===== src/wakeup_tick_pkg.sv =====
// Purpose: Shared constants and types for the wake-up tick timer.
// Assumes: 32-bit APB register bus, 100 MHz system clock.
// Notes:   All register offsets are byte addresses on aligned words.

package wakeup_tick_pkg;

  // ********************************************************************
  // Register map
  // ********************************************************************
  localparam logic [7:0] ADDR_VALUE  = 8'h00;
  localparam logic [7:0] ADDR_CONFIG = 8'h04;
  localparam logic [7:0] ADDR_EXTENDED_CONFIG   = 8'h08;
  localparam logic [7:0] ADDR_STATUS = 8'h0C;
  localparam logic [7:0] ADDR_MASK   = 8'h10;

  // ********************************************************************
  // Field positions
  // ********************************************************************
  localparam int CFG_ENABLE_BIT = 0;
  localparam int CFG_IRQ_EN_BIT = 1;
  localparam int CFG_FLAG_BIT   = 2;
  localparam int CFG_SSTEP_BIT  = 3;
  localparam int EXTENDED_CONFIG_OVS_BIT   = 5;
  localparam int STAT_OVF_BIT   = 0;

  // ********************************************************************
  // Reset values and timing
  // ********************************************************************
  localparam logic [7:0] COUNT_RESET  = 8'h00;
  localparam logic [7:0] COUNT_MAX    = 8'hFF;
  localparam logic [7:0] COUNT_STEP   = 8'h01;
  localparam int         SYNC_DELAY   = 3;
  localparam logic       MASK_RESET   = 1'b1;

  // ********************************************************************
  // Carriers
  // ********************************************************************
  typedef struct packed {
    logic        psel;
    logic        penable;
    logic        pwrite;
    logic [7:0]  paddr;
    logic [31:0] pwdata;
  } apb_req_t;

  typedef struct packed {
    logic [7:0]            count;
    logic                  enable;
    logic                  irq_enable;
    logic                  flag;
    logic                  single_step;
    logic                  oversample;
    logic                  mask;
    logic [1:0]            ext_sync;
    logic                  ext_prev;
    logic [SYNC_DELAY-1:0] ovf_delay;
    logic [31:0]           prdata;
    logic                  pslverr;
  } timer_state_t;

endpackage


===== src/wakeup_tick_timer.sv =====
// Purpose: Wake-up tick timer with APB registers and overflow interrupt.
// Assumes: External tick clock much slower than clk; sampled here.
// Notes:   APB answers with zero wait states; read data is registered.
//
// Overview of operation
// Eight-bit up-counter producing a periodic interrupt able to wake system.
// Counter keeps running and interrupting independent of CPU activity.
// Counter interrupt is a wake request ending oscillator-off low power.
// Wrap FF to 00 sets flag; interrupt needs irq enable and enable.
// Software clears enable or irq enable first, then the flag.
// Flag still set after disabling stays pending as a new interrupt.
// CPU can read and write the counter value register.
// Extended config bit 5 selects oversampling of the external clock.
// System clock must be at least twice the external clock.
// Software clears oversample select before stopping the system clock.
// Oversampling off: external input clocks counter, sync or async; here it is sampled by clk in both modes.
// Oversampling off: overflow interrupt delayed three system clock cycles.
// Oversampling off: counter reads unreliable unless clocks are synchronous.
// Software sets oversample select before reading with asynchronous clocks.
// Software toggles oversample select with each system clock source change.
// Software keeps single-step control cleared during single-step debugging.
// Flag write clears it; counter write loads without spurious overflow.
//
// Decided for this implementation: the placing of the registers and the APB register port.

`timescale 1ns/1ps

module wakeup_tick_timer (
  input  wire logic        clk,
  input  wire logic        rst,
  input  wire logic        psel,
  input  wire logic        penable,
  input  wire logic        pwrite,
  input  wire logic [7:0]  paddr,
  input  wire logic [31:0] pwdata,
  output logic      [31:0] prdata,
  output logic             pready,
  output logic             pslverr,
  input  wire logic        wake_ext_clock,
  output logic             wake_irq,
  output logic             wake_request,
  output logic             wake_pending
);

  // ********************************************************************
  // State
  // ********************************************************************
  wakeup_tick_pkg::timer_state_t    cur;
  wakeup_tick_pkg::timer_state_t    next_cur;
  wakeup_tick_pkg::apb_req_t        req;
  logic                             tick;
  logic                             wrap;
  logic                             wr_access;
  logic                             rd_setup;
  logic                             flag_set;

  function automatic logic mapped(input logic [7:0] a);
    mapped = (a == wakeup_tick_pkg::ADDR_VALUE)  ||
             (a == wakeup_tick_pkg::ADDR_CONFIG) ||
             (a == wakeup_tick_pkg::ADDR_EXTENDED_CONFIG)   ||
             (a == wakeup_tick_pkg::ADDR_STATUS) ||
             (a == wakeup_tick_pkg::ADDR_MASK);
  endfunction

  function automatic logic [31:0] read_word(
    input wakeup_tick_pkg::timer_state_t s,
    input logic [7:0]                   a
  );
    read_word = 32'h0000_0000;
    case (a)
      wakeup_tick_pkg::ADDR_VALUE:
      begin
        read_word[7:0] = s.count;
      end
      wakeup_tick_pkg::ADDR_CONFIG:
      begin
        read_word[wakeup_tick_pkg::CFG_ENABLE_BIT] = s.enable;
        read_word[wakeup_tick_pkg::CFG_IRQ_EN_BIT] = s.irq_enable;
        read_word[wakeup_tick_pkg::CFG_FLAG_BIT]   = s.flag;
        read_word[wakeup_tick_pkg::CFG_SSTEP_BIT]  = s.single_step;
      end
      wakeup_tick_pkg::ADDR_EXTENDED_CONFIG:
      begin
        read_word[wakeup_tick_pkg::EXTENDED_CONFIG_OVS_BIT] = s.oversample;
      end
      wakeup_tick_pkg::ADDR_STATUS:
      begin
        read_word[wakeup_tick_pkg::STAT_OVF_BIT] = s.flag;
      end
      wakeup_tick_pkg::ADDR_MASK:
      begin
        read_word[wakeup_tick_pkg::STAT_OVF_BIT] = s.mask;
      end
      default:
      begin
        read_word = 32'h0000_0000;
      end
    endcase
  endfunction

  function automatic logic is_write(
    input wakeup_tick_pkg::apb_req_t r,
    input logic [7:0]                a
  );
    is_write = r.psel && r.penable && r.pwrite && (r.paddr == a);
  endfunction

  // ********************************************************************
  // Bus decode
  // ********************************************************************
  always_comb
  begin
    req.psel    = psel;
    req.penable = penable;
    req.pwrite  = pwrite;
    req.paddr   = paddr;
    req.pwdata  = pwdata;
  end

  assign wr_access = req.psel && req.penable && req.pwrite;
  assign rd_setup  = req.psel && !req.penable;

  // The external clock is only ever seen through two flip-flops, so both
  // modes count the same edges; the direct mode keeps its delayed flag.
  assign tick = cur.ext_sync[1] && !cur.ext_prev;
  assign wrap = tick && cur.enable &&
                (cur.count == wakeup_tick_pkg::COUNT_MAX);

  // Oversampled wraps flag at once; direct wraps pass the sync delay.
  assign flag_set = cur.oversample ? wrap :
                    cur.ovf_delay[wakeup_tick_pkg::SYNC_DELAY-1];

  // ********************************************************************
  // Next state
  // ********************************************************************
  always_comb
  begin
    next_cur = cur;
    next_cur.ext_sync = {cur.ext_sync[0], wake_ext_clock};
    next_cur.ext_prev = cur.ext_sync[1];
    next_cur.ovf_delay = {cur.ovf_delay[wakeup_tick_pkg::SYNC_DELAY-2:0],
                          wrap && !cur.oversample};
    next_cur.pslverr = 1'b0;
    if (rd_setup)
    begin
      next_cur.prdata  = read_word(cur, req.paddr);
      next_cur.pslverr = !mapped(req.paddr);
    end
    // Counting runs on its own; bus activity never stalls it.
    if (tick && cur.enable)
    begin
      next_cur.count = cur.count + wakeup_tick_pkg::COUNT_STEP;
    end
    if (wr_access)
    begin
      case (req.paddr)
        wakeup_tick_pkg::ADDR_VALUE:
        begin
          // A load only changes the value; overflow comes from wraps alone.
          next_cur.count = req.pwdata[7:0];
        end
        wakeup_tick_pkg::ADDR_CONFIG:
        begin
          next_cur.enable      = req.pwdata[wakeup_tick_pkg::CFG_ENABLE_BIT];
          next_cur.irq_enable  = req.pwdata[wakeup_tick_pkg::CFG_IRQ_EN_BIT];
          next_cur.single_step = req.pwdata[wakeup_tick_pkg::CFG_SSTEP_BIT];
          if (req.pwdata[wakeup_tick_pkg::CFG_FLAG_BIT])
          begin
            next_cur.flag = 1'b0;
          end
        end
        wakeup_tick_pkg::ADDR_EXTENDED_CONFIG:
        begin
          next_cur.oversample = req.pwdata[wakeup_tick_pkg::EXTENDED_CONFIG_OVS_BIT];
        end
        wakeup_tick_pkg::ADDR_STATUS:
        begin
          if (req.pwdata[wakeup_tick_pkg::STAT_OVF_BIT])
          begin
            next_cur.flag = 1'b0;
          end
        end
        wakeup_tick_pkg::ADDR_MASK:
        begin
          next_cur.mask = req.pwdata[wakeup_tick_pkg::STAT_OVF_BIT];
        end
        default:
        begin
          next_cur.mask = cur.mask;
        end
      endcase
    end
    // A flag_set in the same cycle as a clear keeps the flag set.
    if (flag_set)
    begin
      next_cur.flag = 1'b1;
    end
    if (rst)
    begin
      next_cur.count       = wakeup_tick_pkg::COUNT_RESET;
      next_cur.enable      = 1'b0;
      next_cur.irq_enable  = 1'b0;
      next_cur.flag        = 1'b0;
      next_cur.single_step = 1'b0;
      next_cur.oversample  = 1'b0;
      next_cur.mask        = wakeup_tick_pkg::MASK_RESET;
      next_cur.ext_sync    = '0;
      next_cur.ext_prev    = 1'b0;
      next_cur.ovf_delay   = '0;
      next_cur.prdata      = 32'h0000_0000;
      next_cur.pslverr     = 1'b0;
    end
  end

  always_ff @(posedge clk)
  begin
    cur <= next_cur;
  end

  // ********************************************************************
  // Outputs
  // ********************************************************************
  assign pready  = req.psel && req.penable;
  assign prdata  = cur.prdata;
  assign pslverr = cur.pslverr && pready;

  // The flag stays pending while set, so clearing only an enable brings
  // the interrupt back as soon as software enables it again.
  assign wake_pending = cur.flag;
  assign wake_irq     = cur.flag && cur.irq_enable &&
                        cur.enable && cur.mask;
  assign wake_request = wake_irq;
endmodule


===== config.mk =====
export PLATFORM = sky130hd
export DESIGN_NAME = wakeup_tick_timer
export DESIGN_NICKNAME = d
export VERILOG_FILES = /design/src/wakeup_tick_pkg.sv /design/src/wakeup_tick_timer.sv
export SDC_FILE = /design/constraint.sdc
export NUM_CORES = 1
export LEC_CHECK = 0
export BUFFER_PORTS_ARGS = -buffer_cell sky130_fd_sc_hd__clkbuf_2
export CAP_MARGIN = 0
export CORE_AREA = 3 3 64 66
export DETAILED_ROUTE_END_ITERATION = 8
export DIE_AREA = 0 0 67 69
export GPL_TIMING_DRIVEN = 0
export PLACE_DENSITY = 0.85
export SETUP_SLACK_MARGIN = 0.15
export SLEW_MARGIN = 5
export SYNTH_ARGS = -nofsm -noshare
export SYNTH_HDL_FRONTEND = slang
export SYNTH_SLANG_ARGS = --single-unit

===== constraint.sdc =====
create_clock -name clk -period 2 [get_ports clk]
set_clock_uncertainty 0.15 [all_clocks]
set_input_delay 0.4 -clock clk [delete_from_list [all_inputs] [get_ports clk]]
set_output_delay 0.4 -clock clk [all_outputs]
set_load 0.005 [all_outputs]

==> results.md, run 1 <==
* Critical path class: flop to output port
* First-pass GRT wire length at 5490 um
* FF-to-FF End: wake_pending
* DRC Markers at 0
* Critical Path Start Type: flop
* Drt initial violations at 74
* Port bufs at 34
* FP Rows at 22
* # H-tree levels at 2
* M1 GR Usage at 18.3%
* Effective utilization at floorplan at 44.0%
* Vias in the first global route at 1250
* Flops & latches, synth at 29
* R2r startpoint: cur[44]
* Min-Delay Path Class: input port to flop
* CTS tree: yes
* Placed Instances at 290
* Core area at 0.00363 mm^2
* Via count at 1439
* Max-cap violations at 0
* CP endpoint: wake_request
* Largest net degree at the start of global routing at 11
* Clock Root Buffer: clkbuf_8
* Die H at 69 um
* Final Hold Viols at 0
* Fmax at 585 MHz
* Power Dens Cells at 704 mW/mm^2
* Gr usage total at 15.3%
* FF-to-FF setup slack at 0.37 ns
* Placement Setup Slack at -0.0375 ns
* Final Max Tran Viols at 0
* Synth warn at 0
* Clock slew at reported path FFs at 0.06 ns
* CP Data Required Time at 1.45 ns
* Post-synth ARST share at 0%
* Fin crit period at 1.71 ns
* Die area at 0.00462 mm^2
* VDD IR max at 0.402 mV
* Status: finished clean
* First-pass DRT Iterations at 4
* Clock Path Buffers at 2
* Layout net count at 297
* Crit end category: output port
* Grt ovf at 0
* Met3 usage at 4.40%
* CP Launch Point: wake_pending
* CP Max Fanout at 5
* Non-filler cells, final at 299
* Tcrit/Tclk final at 85.4%
* Synth Instances at 185
* Hold_buf cts at 0
* CP arrival at 1.16 ns
* Syn Std Cell Area at 0.00160 mm^2
* DRT antenna net count at 0
* Drt via density at 4.81
* Global route hottest layer: met2
* RSZ-0062 raised after global routing: no
* Layout fillers at 333
* WL final at 3470 um
* CTS buffer count at 5
* Num Clock Sinks at 29
* Routability cong. at 0.829
* Total power at 1.45 mW
* Share of cells above drive strength 1 at 33.5%
* Yosys cell types at 41
* ANT cells at 0
* Ys flop type: dfxtp_1
* Post-synth EDFFs at 0
* Grt met2 use at 24.5%
* Clock Latency Late Sink at 0.28 ns
* Most frequent cells in the layout: buf_4 (34), clkbuf_2 (34), dfxtp_1 (28)
* Avg Cell Area, Syn at 8.65 um^2
* Leak at 0.949 nW
* Depth of the worst register-to-register path at 5
* Sequential share of the synthesized area at 36.3%
* Die X at 67 um
* Finished Core Util at 56.7%
* WL/cell at 11.6 um
* Layout area overhead at 28.7%
* IO Count at 83
* DP HPWL at 2660 um
* Initial antenna violation count at 0
* Final hold slack at 0.177 ns
* Worst setup margin at 0.291 ns
* Final setup fails at 0
==> where the power goes <==
group / switching (mW) / leakage, nW / internal [mW] / total, mW
combinational: 0.0657 / 0.646 / 0.0725 / 0.138
sequential: 0.00338 / 0.235 / 0.586 / 0.589
clock: 0.227 / 0.0681 / 0.495 / 0.722
total: 0.297 / 0.949 / 1.15 / 1.45
==> metrics by stage <==
| step | setup TNS, ns | instance area, um^2 |
|---|---|---|
| finish | 0 | 2060 |
| global route | 0 | 2060 |
| CTS | 0 | 2050 |
| detailed placement | -0.115 | 1920 |
| global placement | -0.0536 | 1920 |
| floorplan | 0 | 1690 |
==> synthesized netlist by cell type (2+ instances only) <==
master,number,area (um^2)
mux2i_1,5,50.1
o21ai_0,2,10.0
a31oi_1,2,12.5
nor2_1,18,67.6
or3_1,2,12.5
nand3_1,8,40.0
nand2b_1,3,18.8
a211oi_1,8,60.1
buf_4,33,248
dfxtp_1,29,581
nand4_1,5,31.3
and4_1,3,26.3
xor2_1,4,35.0
xnor2_1,2,17.5
nand2_1,7,26.3
nor2b_1,7,43.8
a21oi_1,6,30.0
buf_2,3,15.0
clkbuf_1,4,15.0
nor3_1,5,25.0
and3_1,3,18.8
nand4b_1,2,17.5
nor4_1,3,18.8
a221oi_1,4,35.0
==> worst min path at each step <==
| stage | startpoint | to | slack [ns] | cells past startpoint |
|---|---|---|---|---|
| global placement | cur[37] | cur[38] | 0.27 | 1 |
| floorplan | cur[33] | cur[34] | 0.26 | 1 |
| finish | wake_ext_clock | cur[37] | 0.18 | 2 |
| global route | wake_ext_clock | cur[37] | 0.21 | 2 |
| detailed placement | cur[33] | cur[34] | 0.28 | 1 |
| CTS | wake_ext_clock | cur[37] | 0.17 | 2 |
==> per-layer routing <==
layer | share of wire, % | vias up
li1 | - | 731
met1 | 41 | 644
met2 | 50 | 55
met3 | 7.2 | 9
met4 | 2.3 | 0
met5 | 0 | -
==> what timing repair did <==
action	CTS	global route
resized for setup	0	1
setup buffers	0	1
endpoints found under the setup margin	0	9
==> flip-flops by register name, summed over array words and instances, names as in the netlist <==
name / cells
cur: 20
prdata: 8
wake_pending: 1
==> cell families (layout without fill, tap and decap cells) <==
logic type      count (synthesis)  after routing  synth area share, %
flops                          29             29                 36.3
other cells                     1             24                0.234
compound gates                 25             25                 10.7
mux                             6              6                 3.83
buf+inv                        42             85                 17.8
fa+ha+maj                       1              1                0.782
simple gates                   75             75                 27.1
xor+xnor                        6              6                 3.28
==> area by class of cell <==
class	count	area [um^2]	area share, %
Multi-Input combinational cell	137	821	39.9
Sequential cell	29	582	28.3
Buffer	41	282	13.7
Timing Repair Buffer	35	178	8.63
Clock buffer	5	68.8	3.34
Clock inverter	3	65.1	3.16
Tap cell	48	60.1	2.92
Inverter	1	3.75	0.182
==> worst max-delay path, stage by stage, from the launching register on <==
cell	delay, ns
dfxtp_1	0.41
and4_1	0.25
buf_4	0.11
clkbuf_2	0.09
(Power assumes the default switching activity.)
==> run 2, diff against run 1 <==
--- a/config.mk
+++ b/config.mk
@@ -7,11 +7,11 @@
 export LEC_CHECK = 0
 export BUFFER_PORTS_ARGS = -buffer_cell sky130_fd_sc_hd__clkbuf_2
 export CAP_MARGIN = 0
-export CORE_AREA = 3 3 64 66
+export CORE_AREA = 3 3 67 69
 export DETAILED_ROUTE_END_ITERATION = 8
-export DIE_AREA = 0 0 67 69
+export DIE_AREA = 0 0 70 72
 export GPL_TIMING_DRIVEN = 0
-export PLACE_DENSITY = 0.85
+export PLACE_DENSITY = 0.81
 export SETUP_SLACK_MARGIN = 0.15
 export SLEW_MARGIN = 5
 export SYNTH_ARGS = -nofsm -noshare
==> constraint.sdc (replaced) <==
create_clock -name clk -period 1.55 [get_ports clk]
set_clock_uncertainty 0.15 [all_clocks]
set_input_delay 0.31 -clock clk [delete_from_list [all_inputs] [get_ports clk]]
set_output_delay 0.31 -clock clk [all_outputs]
set_load 0.005 [all_outputs]
==> results.md, run 2 (same netlist as run 1, synthesis figures left out) <==
* Status: finished clean
* Port bufs at 34 (unchanged)
* Finished Core Util at 57.6% (+0.88 points)
* Grt ovf at 0 (unchanged)
* Fin crit period at 1.50 ns
* Slowest CP cell: dfxtp_2
* Met3 usage at 4.71% (+0.31 points)
* CTS buffer count at 5 (unchanged)
* Most Frequent Cell on Critical Path: buf_6
* Effective utilization at floorplan at 40.3% (-3.7 points)
* ANT cells at 0 (unchanged)
* Clock Root Buffer: clkbuf_8
* Die X at 70 um (+4.5%)
* Most common cell after layout, fill and taps aside: buf_4
* Fmax at 667 MHz
* Min-Delay Path Class: input port to flop
* Max reg flops at 20 (unchanged)
* Leak at 1.05 nW (+11%)
* Largest net degree at the start of global routing at 11 (unchanged)
* Routability cong. at 0.817 (-1.4%)
* DRT antenna net count at 0 (unchanged)
* Crit path largest cell delay at 0.35 ns (-0.06 ns)
* Die area at 0.00504 mm^2 (+9.0%)
* Worst slew margin relative to its limit at 65.1%
* First-pass GRT wire length at 6010 um (+9.6%)
* Clock Latency Late Sink at 0.28 ns (about the same)
* Tcrit/Tclk final at 96.8%
* # H-tree levels at 2 (unchanged)
* Drt via density at 4.78 (-0.62%)
* Core area at 0.00397 mm^2 (+9.3%)
* WL/cell at 12.7 um (+9.4%)
* Num Clock Sinks at 29 (unchanged)
* RSZ-0062 raised after global routing: yes
* CP Data Required Time at 1.09 ns (-0.36 ns)
* Initial antenna violation count at 0 (unchanged)
* FP Rows at 23 (+4.5%)
* Max-cap violations at 0 (unchanged)
* CP arrival at 1.04 ns (-0.12 ns)
* Clock slew at reported path FFs at 0.07 ns (about the same)
* Clock Path Buffers at 2 (unchanged)
* Grt met2 use at 25.2% (+0.73 points)
* CTS tree: yes
* Die H at 72 um (+4.3%)
* Final setup fails at 0 (unchanged)
* Critical path class: flop to output port
* CP Max Fanout at 3 (-2)
* Most flops, register: cur
* Critical-path cell list: and4_4, buf_6, buf_6
* DRC Markers at 0 (unchanged)
* Drt initial violations at 100 (+35%)
* WL final at 3980 um (+14%)
* Layout area overhead at 42.8%
* DP HPWL at 2690 um (+0.90%)
* Global route hottest layer: met2
* Worst slew pin tran at 0.524 ns
* Most frequent cells in the layout: buf_4 (44), clkbuf_2 (32), conb_1 (24)
* M1 GR Usage at 18.3% (-0.033 points)
* First-pass DRT Iterations at 4 (unchanged)
* Critical Path Start Type: flop
* Final Hold Viols at 0 (unchanged)
* Via count at 1497 (+4.0%)
* Crit end category: output port
* IO Count at 83 (unchanged)
* Power Dens Cells at 683 mW/mm^2 (-2.9%)
* Final Max Tran Viols at 0 (unchanged)
* Share of cells above drive strength 1 at 47.1% (+14 points)
* VDD IR max at 0.331 mV (-18%)
* Gr usage total at 15.3% (-0.059 points)
* Setup_tns at 0 ns (unchanged)
* Vias in the first global route at 1226 (-1.9%)
* Layout net count at 309 (+4.0%)
==> run 2: power breakdown <==
| part | leakage (nW) | total (mW) | switching [mW] | internal (mW) |
|---|---|---|---|---|
| logic | 0.767 | 0.201 | 0.0940 | 0.107 |
| registers | 0.241 | 0.754 | 0.00480 | 0.749 |
| clock network | 0.0439 | 0.607 | 0.298 | 0.309 |
| total | 1.05 | 1.56 | 0.397 | 1.16 |
==> run 2: repair_timing <==
action / 4_1_cts / 5_1_grt
setup endpoints to repair: 19 / 23
gates resized for setup: 23 / 18
hold buffers: 0 / 0
buffers inserted: 9 / 4
pin swaps: 12 / 11
==> run 2: path summary, 6_finish.rpt <==
path / start / end / slack (ns) / cells after the start
max: cur[44] / wake_request / 0.05 / 3
min: wake_ext_clock / cur[37] / 0.08 / 2
max reg2reg: cur[36] / cur[49] / 0.09 / 6
min reg2reg: cur[37] / cur[38] / 0.29 / 1
==> run 2: stage by stage <==
| stage | area (um^2) | std cells | worst slack [ns] | power (mW) | hold WS [ns] |
|---|---|---|---|---|---|
| 6_report | 2290 | 313 | 0.0501 | 1.56 | 0.0819 |
| 5_1_grt | 2290 | 313 | 0.0138 | 1.63 | 0.0841 |
| 4_1_cts | 2200 | 309 | 0.0257 | 1.58 | 0.0742 |
| 3_5_place_dp | 1960 | 292 | -0.329 | 0.960 | 0.278 |
| 3_3_place_gp | 1960 | 292 | -0.301 | 0.957 | 0.267 |
| 2_1_floorplan | 1730 | 208 | -0.0229 | 0.895 | 0.264 |
==> run 2: layout make-up <==
cell class | count | area [um^2]
timing repair buffer | 47 | 307
clock inverter | 3 | 17.5
multi-input combinational | 137 | 922
tap | 50 | 62.6
clock buffer | 5 | 68.8
inverter | 1 | 3.75
fill | 329 | 1690
buffer | 41 | 300
sequential | 29 | 604
==> run 2: metal layers <==
layer | vias to the layer above | routed length, um
met5 | - | 0
li1 | 754 | -
met2 | 60 | 2060
met3 | 7 | 315
met1 | 676 | 1540
met4 | 0 | 62
==> run 2: worst max-delay path, delay by kind of cell (launching register included) <==
family	cells	cell delay, ns
flip-flops	1	0.35
AND/OR/NAND/NOR	1	0.24
buffers and inverters	2	0.17
